[config.mk]
export PLATFORM = sky130hd
export DESIGN_NAME = fsv_supervisor
export DESIGN_NICKNAME = d
export VERILOG_FILES = /design/src/shared/fsv_pkg.sv /design/src/logic/fsv_supervisor.sv /design/src/logic/fsv_hold_timer.sv
export SDC_FILE = /design/constraint.sdc
export NUM_CORES = 1
export LEC_CHECK = 0
export BUFFER_PORTS_ARGS = -buffer_cell sky130_fd_sc_hd__buf_2
export CORE_UTILIZATION = 50
export CTS_CLUSTER_SIZE = 10
export DETAILED_ROUTE_END_ITERATION = 7
export PLACE_DENSITY = 0.73
export SETUP_SLACK_MARGIN = 0.05
export SLEW_MARGIN = 20
export SYNTH_ARGS = -nofsm -noshare
export SYNTH_HDL_FRONTEND = slang
export SYNTH_SLANG_ARGS = --single-unit
[constraint.sdc]
create_clock -name i_ref_clk -period 5.9 [get_ports i_ref_clk]
set_clock_uncertainty 0.15 [all_clocks]
set_input_delay 0.885 -clock i_ref_clk [delete_from_list [all_inputs] [get_ports i_ref_clk]]
set_output_delay 0.885 -clock i_ref_clk [all_outputs]
set_load 0.01 [all_outputs]
[src/shared/fsv_pkg.sv]
// ****************************************************************
// Supervisor constants and carriers
// ****************************************************************
package fsv_pkg;

  localparam int unsigned CLK_HZ        = 40_000_000;
  localparam int unsigned CYC_PER_MS    = CLK_HZ / 1000;
  localparam int unsigned SAG_FILTER_MS = 110;
  localparam int unsigned RETRY_MS      = 100;
  localparam int unsigned SAG_FILTER_CYC = CYC_PER_MS * SAG_FILTER_MS;
  localparam int unsigned RETRY_CYC      = CYC_PER_MS * RETRY_MS;
  localparam int          TMR_W          = 23;
  localparam int          BOOST_W        = 8;

  // Input undervoltage threshold select codes
  localparam logic [1:0] UV_SEL_OFF = 2'h0;
  localparam logic [1:0] UV_SEL_3V  = 2'h1;
  localparam logic [1:0] UV_SEL_5V  = 2'h2;
  localparam logic [1:0] UV_SEL_8V  = 2'h3;

  typedef enum logic [4:0]
  {
    ST_OFF   = 5'h01,
    ST_SOFT  = 5'h02,
    ST_RUN   = 5'h04,
    ST_RETRY = 5'h08,
    ST_STBY  = 5'h10
  } fsv_state_t;

  typedef struct packed
  {
    logic over;
    logic sag;
    logic uv;
  } fsv_faults_t;

  typedef struct packed
  {
    logic below_8v;
    logic below_5v;
    logic below_3v;
  } fsv_vin_cmp_t;

  typedef struct packed
  {
    logic uv;
    logic sag_retry;
    logic ovp_status;
  } fsv_masks_t;

  typedef struct packed
  {
    logic leds;
    logic boost;
    logic pl_fet;
  } fsv_power_t;

  localparam fsv_faults_t FAULTS_RST = '{over: 1'b0, sag: 1'b0, uv: 1'b0};
  localparam fsv_power_t  POWER_OFF  = '{leds: 1'b0, boost: 1'b0,
                                         pl_fet: 1'b0};

endpackage

[src/logic/fsv_supervisor.sv]
`timescale 1ns/1ps
module fsv_supervisor
#(
  parameter int unsigned SAG_FILTER_CYC = fsv_pkg::SAG_FILTER_CYC,
  parameter int unsigned RETRY_CYC      = fsv_pkg::RETRY_CYC
)
(
  input  wire logic                          i_ref_clk,
  input  wire logic                          i_sys_rst,
  input  wire logic                          i_clk_en,
  input  wire fsv_pkg::fsv_vin_cmp_t         i_vin_cmp,
  input  wire logic                          i_core_supply_undervolt,
  input  wire logic                          i_core_supply_below_por,
  input  wire logic                          i_boost_sag_cmp,
  input  wire logic                          i_boost_over_cmp,
  input  wire logic                          i_chip_select_pin,
  input  wire logic                          i_io_supply_enable_pin,
  input  wire logic [1:0]                    i_input_undervolt_threshold_sel,
  input  wire fsv_pkg::fsv_masks_t           i_masks,
  input  wire logic                          i_i2c_mode,
  input  wire logic                          i_fault_clear,
  input  wire logic                          i_soft_start_done,
  input  wire logic                          i_adaptive_mode,
  input  wire logic [fsv_pkg::BOOST_W-1:0]   i_boost_adapt_target,
  input  wire logic [fsv_pkg::BOOST_W-1:0]   i_boost_init_setting,
  output fsv_pkg::fsv_faults_t               o_faults,
  output fsv_pkg::fsv_state_t                o_state,
  output fsv_pkg::fsv_power_t                o_power,
  output logic [fsv_pkg::BOOST_W-1:0]        o_boost_target,
  output logic                               o_fault_pin_o,
  output logic                               o_fault_pin_oe,
  output logic                               o_volatile_clear,
  output logic                               o_preserved_clear
);

  // ****************************************************************
  // Pin synchronisers
  // ****************************************************************
  localparam int SYNC_W = 9;

  logic [SYNC_W-1:0]     sync_1_q;
  logic [SYNC_W-1:0]     sync_2_q;
  fsv_pkg::fsv_vin_cmp_t vin_s;
  logic                  core_uv_s;
  logic                  core_por_s;
  logic                  sag_s;
  logic                  over_s;
  logic                  cs_s;
  logic                  en_s;

  always_ff @(posedge i_ref_clk)
  begin
    if (i_sys_rst)
    begin
      sync_1_q <= '0;
      sync_2_q <= '0;
    end
    else if (i_clk_en)
    begin
      sync_1_q <= {i_vin_cmp, i_core_supply_undervolt,
                   i_core_supply_below_por, i_boost_sag_cmp,
                   i_boost_over_cmp, i_chip_select_pin,
                   i_io_supply_enable_pin};
      sync_2_q <= sync_1_q;
    end
  end

  assign {vin_s, core_uv_s, core_por_s, sag_s, over_s, cs_s, en_s} =
    sync_2_q;

  // ****************************************************************
  // Helpers
  // ****************************************************************
  function automatic logic vin_low(input logic [1:0] sel,
                                   input fsv_pkg::fsv_vin_cmp_t cmp);
    case (sel)
      fsv_pkg::UV_SEL_3V: vin_low = cmp.below_3v;
      fsv_pkg::UV_SEL_5V: vin_low = cmp.below_5v;
      fsv_pkg::UV_SEL_8V: vin_low = cmp.below_8v;
      default:            vin_low = 1'b0;
    endcase
  endfunction

  // Set beats clear so a persisting fault is never lost
  function automatic logic sticky(input logic set,
                                  input logic q,
                                  input logic clr);
    sticky = set | (q & ~clr);
  endfunction

  // ****************************************************************
  // Fault detection
  // ****************************************************************
  fsv_pkg::fsv_state_t   state_q;
  fsv_pkg::fsv_state_t   state_d;
  fsv_pkg::fsv_faults_t  faults_q;
  fsv_pkg::fsv_faults_t  faults_d;
  fsv_pkg::fsv_power_t   power_d;
  logic                  watch;
  logic                  uv_set;
  logic                  sag_hit;
  logic                  ovp_set;
  logic                  retry_go;
  logic                  retry_done;
  logic                  clr_ev;
  logic                  por_ev;

  assign watch = (state_q == fsv_pkg::ST_SOFT) ||
                 (state_q == fsv_pkg::ST_RUN);

  // Off code and the mask both keep the bit, pin and retry quiet
  assign uv_set = watch && !i_masks.uv &&
                  vin_low(i_input_undervolt_threshold_sel, vin_s);

  // Boost runs from soft start on, so the filter runs there too
  fsv_hold_timer
  #(
    .CYCLES (SAG_FILTER_CYC)
  )
  u_sag_filter
  (
    .i_ref_clk (i_ref_clk),
    .i_sys_rst (i_sys_rst),
    .i_clk_en  (i_clk_en),
    .i_run     (watch && sag_s),
    .o_done    (sag_hit)
  );

  assign ovp_set = (state_q == fsv_pkg::ST_RUN) && over_s &&
                   !i_masks.ovp_status;

  assign retry_go = uv_set ||
                    (sag_hit && !i_masks.sag_retry);

  // In I2C mode the select pin is a level clear; host must leave it low afterwards
  assign clr_ev = i_fault_clear || !en_s ||
                  (i_i2c_mode && cs_s);
  assign por_ev = core_por_s;

  always_comb
  begin
    faults_d.uv   = sticky(uv_set,  faults_q.uv,   clr_ev);
    faults_d.sag  = sticky(sag_hit, faults_q.sag,  clr_ev);
    faults_d.over = sticky(ovp_set, faults_q.over, clr_ev);
  end

  // A retry never clears bits; only the listed events do
  always_ff @(posedge i_ref_clk)
  begin
    if (i_sys_rst)
      faults_q <= fsv_pkg::FAULTS_RST;
    else if (i_clk_en)
    begin
      if (por_ev)
        faults_q <= fsv_pkg::FAULTS_RST;
      else
        faults_q <= faults_d;
    end
  end

  // ****************************************************************
  // Sequencing
  // ****************************************************************
  // Registered done costs one edge, so the timer counts one less
  fsv_hold_timer
  #(
    .CYCLES (RETRY_CYC - 1)
  )
  u_retry_timer
  (
    .i_ref_clk (i_ref_clk),
    .i_sys_rst (i_sys_rst),
    .i_clk_en  (i_clk_en),
    .i_run     (state_q == fsv_pkg::ST_RETRY),
    .o_done    (retry_done)
  );

  always_comb
  begin
    state_d = state_q;
    case (state_q)
      fsv_pkg::ST_OFF:
        state_d = fsv_pkg::ST_SOFT;
      fsv_pkg::ST_SOFT:
        if (retry_go)
          state_d = fsv_pkg::ST_RETRY;
        else if (i_soft_start_done)
          state_d = fsv_pkg::ST_RUN;
      fsv_pkg::ST_RUN:
        if (retry_go)
          state_d = fsv_pkg::ST_RETRY;
      fsv_pkg::ST_RETRY:
        if (retry_done)
          state_d = fsv_pkg::ST_SOFT;
      fsv_pkg::ST_STBY:
        state_d = fsv_pkg::ST_SOFT;
      default:
        state_d = fsv_pkg::ST_OFF;
    endcase
    // Supply loss overrides everything, then the enable pin
    if (core_uv_s || core_por_s)
      state_d = fsv_pkg::ST_STBY;
    else if (!en_s)
      state_d = fsv_pkg::ST_OFF;
  end

  always_ff @(posedge i_ref_clk)
  begin
    if (i_sys_rst)
      state_q <= fsv_pkg::ST_OFF;
    else if (i_clk_en)
      state_q <= state_d;
  end

  // ****************************************************************
  // Outputs
  // ****************************************************************
  always_comb
  begin
    power_d = fsv_pkg::POWER_OFF;
    if (state_d == fsv_pkg::ST_SOFT)
    begin
      power_d.boost  = 1'b1;
      power_d.pl_fet = 1'b1;
    end
    else if (state_d == fsv_pkg::ST_RUN)
    begin
      power_d.leds   = 1'b1;
      power_d.boost  = 1'b1;
      power_d.pl_fet = 1'b1;
    end
  end

  fsv_pkg::fsv_power_t         power_q;
  logic [fsv_pkg::BOOST_W-1:0] target_q;
  logic                        pin_oe_q;
  logic                        pin_o_q;
  logic                        vclr_q;
  logic                        pclr_q;

  always_ff @(posedge i_ref_clk)
  begin
    if (i_sys_rst)
      power_q <= fsv_pkg::POWER_OFF;
    else if (i_clk_en)
      power_q <= power_d;
  end

  // Pin follows the bits; core undervoltage has no bit of its own
  always_ff @(posedge i_ref_clk)
  begin
    if (i_sys_rst)
      pin_oe_q <= 1'b0;
    else if (i_clk_en)
      pin_oe_q <= !por_ev && (|faults_d);
  end

  // Open drain: the pin is only ever pulled low
  always_ff @(posedge i_ref_clk)
  begin
    pin_o_q <= 1'b0;
  end

  // Comparators take the adaptive target in adaptive mode, else the initial setting
  always_ff @(posedge i_ref_clk)
  begin
    if (i_sys_rst)
      target_q <= '0;
    else if (i_clk_en)
      target_q <= i_adaptive_mode ? i_boost_adapt_target
                                  : i_boost_init_setting;
  end

  always_ff @(posedge i_ref_clk)
  begin
    if (i_sys_rst)
    begin
      vclr_q <= 1'b1;
      pclr_q <= 1'b1;
    end
    else if (i_clk_en)
    begin
      vclr_q <= core_uv_s || core_por_s;
      pclr_q <= core_por_s;
    end
  end

  assign o_faults          = faults_q;
  assign o_state           = state_q;
  assign o_power           = power_q;
  assign o_boost_target    = target_q;
  assign o_fault_pin_o     = pin_o_q;
  assign o_fault_pin_oe    = pin_oe_q;
  assign o_volatile_clear  = vclr_q;
  assign o_preserved_clear = pclr_q;

  logic [fsv_pkg::TMR_W-1:0] retry_age_q;
  always_ff @(posedge i_ref_clk)
  begin
    if (i_sys_rst || state_q != fsv_pkg::ST_RETRY)
      retry_age_q <= '0;
    else if (i_clk_en)
      retry_age_q <= retry_age_q + 1'b1;
  end
endmodule

[src/logic/fsv_hold_timer.sv]
`timescale 1ns/1ps
// ****************************************************************
// Hold timer: done after CYCLES enabled edges with run held high
// ****************************************************************
module fsv_hold_timer
#(
  parameter int unsigned CYCLES = 1
)
(
  input  wire logic i_ref_clk,
  input  wire logic i_sys_rst,
  input  wire logic i_clk_en,
  input  wire logic i_run,
  output logic      o_done
);

  localparam logic [fsv_pkg::TMR_W-1:0] LAST =
    fsv_pkg::TMR_W'(CYCLES - 1);

  logic [fsv_pkg::TMR_W-1:0] cnt_q;
  logic                      done_q;

  always_ff @(posedge i_ref_clk)
  begin
    if (i_sys_rst || (i_clk_en && !i_run))
    begin
      cnt_q  <= '0;
      done_q <= 1'b0;
    end
    else if (i_clk_en && !done_q)
    begin
      if (cnt_q == LAST)
        done_q <= 1'b1;
      else
        cnt_q <= cnt_q + 1'b1;
    end
  end

  assign o_done = done_q;

endmodule

**After elaboration in Yosys (flattened, before gate mapping)**

Index checks and enable logic that the tools add are counted.

- Bits in registers: 88
- Logic and storage cells: 87

- Add/sub/neg operators: 2
- Equality and inequality tests: 12
- Multiplexer cells: 13
- Bitwise operators: 9
- Reductions and logical operators: 34

Operators by type and width:

| operator | number |
|---|---|
| $add 23x1->23 const B | 2 |
| $mux 5 | 6 |
| $eq 23x22->1 const B | 1 |
| $eq 23x23->1 const B | 1 |
| $pmux 5 s4 | 1 |
| $logic_and 1x1->1 | 12 |
| $eq 5x2->1 const B | 2 |
| $eq 5x3->1 const B | 2 |
| $logic_not 1->1 | 9 |
| $mux 8 | 1 |
| $reduce_and 2->1 | 4 |
| $logic_or 1x1->1 | 7 |
| $mux 3 | 2 |
| $eq 5x1->1 const B | 1 |
| $eq 5x4->1 const B | 1 |
| $eq 5x5->1 const B | 1 |
| $eq 2x2->1 const B | 2 |
| $and 1x1->1 | 3 |
| $not 1->1 | 3 |
| $or 1x1->1 | 3 |
| $pmux 1 s3 | 1 |
| $reduce_or 3->1 | 1 |
| $eq 2x1->1 const B | 1 |
| $mux 2 | 1 |
| other kinds (2) | 2 |

**Longest topological paths before layout**

- Depth in word-level cells: 12
- Mapped depth: 8

**Hierarchy**

From an unflattened synthesis, not the netlist that was laid out.

- Cell total of the unflattened synthesis: 477
- Area total of the unflattened synthesis: 4191.5 µm²

Modules (own cells, without submodules):

| module | instances | cells each | area each (µm²) |
|---|---|---|---|
| fsv_supervisor | 1 | 187 | 1769.2 |
| fsv_hold_timer at u_sag_filter | 1 | 148 | 1246.2 |
| fsv_hold_timer at u_retry_timer | 1 | 142 | 1176.1 |

**Least setup slack after synthesis**

OpenSTA, ideal clock, no wires.

- Path kind: input-to-reg
- Start point: in i_clk_en
- End point: reg u_sag_filter.cnt_q[14] (netlist name)
- Arrival: 2.299 ns
- Slack: 3.383 ns
- Cell stages on the path: 6
- Buffers on the path: 2
- Path through: clkbuf_1 nor2b_1 o21ai_4 buf_6 or4_1 a21oi_2

- Longest elaborated chain between the ends: 2
- Elaborated cells between the ends (all ways): 4
- Those cells by class: 4 x reduce/logical

RTL lines:

| what | RTL line | text |
|---|---|---|
| from (decl) | fsv_supervisor.sv:10 | `input wire logic i_clk_en,` |
| $logic_and 1x1->1 (on tied branches) | fsv_hold_timer.sv:30, fsv_hold_timer.sv:25 |  |
| $reduce_and 2->1 (no line) or $logic_or 1x1->1 (tied branches) | - |  |
| to (signal assigned) | fsv_hold_timer.sv:35 | `cnt_q <= cnt_q + 1'b1;` |
| to (decl) | fsv_hold_timer.sv:20 | `logic [fsv_pkg::TMR_W-1:0] cnt_q;` |

Parallel ways exist; a longest one is shown, timed or not.
A chain may end at the register's enable or synchronous reset.

==> summary.md <==
| Metric | Value |
|---|---|
| Postcts setup bufs | 0 |
| Nature of the critical path startpoint | primary input |
| Pre-CTS setup slack | about 2.8 ns |
| Commonest cells in the netlist | 87 x dfxtp_1, 61 x nor2_1, 30 x a21oi_1, 30 x mux2i_1, 25 x nand2_1 |
| Fin worst setup slack | 3.18 ns |
| Crit path time final | 2.72 ns |
| Met3 WL | 436 microns |
| Drt total wl | between 8 and 9 mm |
| Unique cell type count in the Yosys netlist | 57 |
| Synthesis-to-finish area growth | 12.1% |
| # H-tree levels | 3 |
| Final Hold Viols | 0 |
| Cts hold-fix bufs | 0 |
| Final GP Congestion | 0.847 |
| Drt first pass iters | 4 |
| CP Capture Type | flop |
| Number of global-route vias before repair | 3210 |
| Leakage Power | 1.69 nW |
| Initial Utilization | 52.5% |
| Top Layer Used | met4 |
| Synthesized instance count | 474 |
| Avg Vias per Cell | 5.76 |
| Diodes inserted | 0 |
| EDFF count, synth | 0 |
| CTS tree | built |
| Synthesis Warnings | 0 |
| Residual DRC count | 0 |
| Worst Path Arrival | 2.86 ns |
| Met2 WL | 3.92 mm |
| Max cap viols | 0 |
| Initial antenna violation count | 0 |
| Final nets | 555 |
| Die H | 93.0 microns |
| Worst-path clk slew | 0.09 ns |
| IO Pins | 60 |
| Setup Viol. Count Final | 0 |
| Pin count of the biggest net entering global routing | between 40 and 50 |
| Register area | 1740 sq um |
| Synth Flop Type | dfxtp_1 |
| Antenna-violating nets left | 0 |
| M1 WL | 4.01 mm |
| # rows | 32 |
| PD cells | 246 nW/um^2 |
| CP Class | in2reg |
| Setup TNS | 0 ns |
| Post-CTS sizing | 0 |
| CP Data Required Time | ~6 ns |
| DPL Wire Length | 5.95 mm |
| Number of fill cells | 679 |
| Largest area contributor in the netlist | dfxtp_1 |
| Routed len/inst | 13.7 microns |
| Slew Limit Headroom | 47.6% |
| VDD IR max | between 0.15 and 0.2 mV |
| Seq/Total Area, Yosys | 42.0% |
| Max Root-Sink Buffers | 2 |
| Most area-consuming cells after synthesis | dfxtp_1 42%, mux2i_1 7.2%, nor2_1 5.5% |
| DR vias | between 3000 and 4000 |
| Clk Latency, worst-skew pair | 0.36 ns |
| R2R depth | 5 |
| All-Layer GR Usage | 21.0% |
| Syn_nets | between 500 and 600 |
| Die ar. | 8660 sq um |
| Multi-input gate area | 2220 sq um |
| # port buffers | slightly below 60 |
| Starting DRT DRC Count | between 100 and 150 |
| First-pass GRT wire length | 14.6 mm |
| Netlist Area Pre-Place | ~4100 sq um |
| Worst Hold Class | reg2reg |
| Max Clock Freq | 0.368 GHz |
| Synth top area share | between 40 and 50% |
| Die Wd | 93.0 microns |
| Root Buffer Master | clkbuf_8 |
| #FFs+latches synth | 87 |
| Status | finished, final reports clean |
| Period Utilization, post-route | 46.1% |
| Grt ovf | 0 |
| RSZ-0062 raised after global routing | false |
| Worst-path fanout max | 26 |
| Syn_area_per_cell | 8.74 sq um |
| Hold path depth | 2 |
| Count leader, synth | dfxtp_1 |
| Worst slew pin tran | 0.787 ns |
| Area of the core | about 8000 sq um |
| Cts bufs inserted | 9 |
| Max Transition Viols Final | 0 |
| Asr flop ratio synth | 0% |
| Layout cells sized above 1 | 15.8% |
| Clock Sinks | between 80 and 90 |
-- metrics by stage --
stage	std cells	hold WS [ns]	util, %	instance area (sq um)	power [mW]
2_1_floorplan	474	0.310	-	4140	0.674
3_3_place_gp	606	0.309	56.1	4430	0.697
3_5_place_dp	606	0.307	56.1	4430	0.699
4_1_cts	621	0.320	58.9	4640	1.15
5_1_grt	621	0.353	58.9	4640	1.19
6_report	621	0.318	58.9	4640	1.14
-- cell usage in the layout, fill, tap and decap left out, types with 9 or more instances in the layout --
| cell type | Yosys | routed |
|---|---|---|
| or4_1 | 13 | 13 |
| nand2_1 | 25 | 25 |
| dfxtp_1 | 87 | 87 |
| buf_2 | 2 | 58 |
| a211oi_1 | 9 | 9 |
| inv_1 | 10 | 10 |
| nand4_1 | 12 | 12 |
| a21oi_1 | 30 | 30 |
| xnor2_1 | 13 | 13 |
| or3_1 | 9 | 9 |
| xor2_1 | 9 | 9 |
| nor2_1 | 61 | 61 |
| clkbuf_8 | 0 | 9 |
| mux2i_1 | 30 | 30 |
| o31ai_1 | 13 | 13 |
| nand3_1 | 19 | 19 |
| o21ai_0 | 14 | 14 |
-- state kept, by name, indices dropped and copies added (netlist names) --
signal                flops
u_retry_timer.cnt_q      23
u_sag_filter.cnt_q       23
sync_1_q                  9
sync_2_q                  9
o_boost_target            8
o_state                   5
o_faults                  3
o_power                   2
o_fault_pin_oe            1
o_preserved_clear         1
o_volatile_clear          1
u_retry_timer.o_done      1
u_sag_filter.o_done       1
-- final cells by class --
type                            instances  area share, %
Multi-Input combinational cell        348           47.9
Sequential cell                        87           37.5
Clock inverter                          6           1.99
Inverter                               10          0.808
Tap cell                              102           2.75
Timing Repair Buffer                   59           6.41
Clock buffer                            9           2.67
-- power breakdown --
group / internal (mW) / switching [mW] / total (mW)
Combinational: 0.0325 / 0.0447 / 0.0772
Sequential: 0.600 / 0.00829 / 0.608
Clock: 0.239 / 0.220 / 0.459
Total: 0.871 / 0.273 / 1.14
-- final timing paths --
kind         slack [ns]                  start                    end
max                3.18               i_clk_en             o_power[1]
max reg2reg        3.33  u_sag_filter.cnt_q[7]  u_sag_filter.cnt_q[1]
min                0.32             o_power[2]             o_power[2]
min reg2reg        0.32             o_power[2]             o_power[2]
-- cell families after synthesis --
kind of cell / after synthesis / synth area share [%]
AO/OA/AOI/OAI: 98 / 15.4
XOR/XNOR: 22 / 4.65
adder cells (fa/ha/maj): 3 / 0.906
buffers and inverters: 39 / 4.32
flip-flops: 87 / 42.0
multiplexers: 30 / 7.25
other: 1 / 0.0905
AND/OR/NAND/NOR: 194 / 25.4
-- per-layer routing --
metal	global-route usage (%)	vias up
met1	27.1	1652
met4	7.05	0
li1	-	1818
met2	33.8	96
met3	5.77	12
met5	0	-
-- critical path, cell delays in order --
cell and delay [ns]:
buf_2 0.46, buf_4 0.39, nand2b_1 0.20, or2_2 0.32, a31oi_1 0.25, o21ai_0 0.17
a31oi_1 0.17
Power figures use the tool's default switching activity.
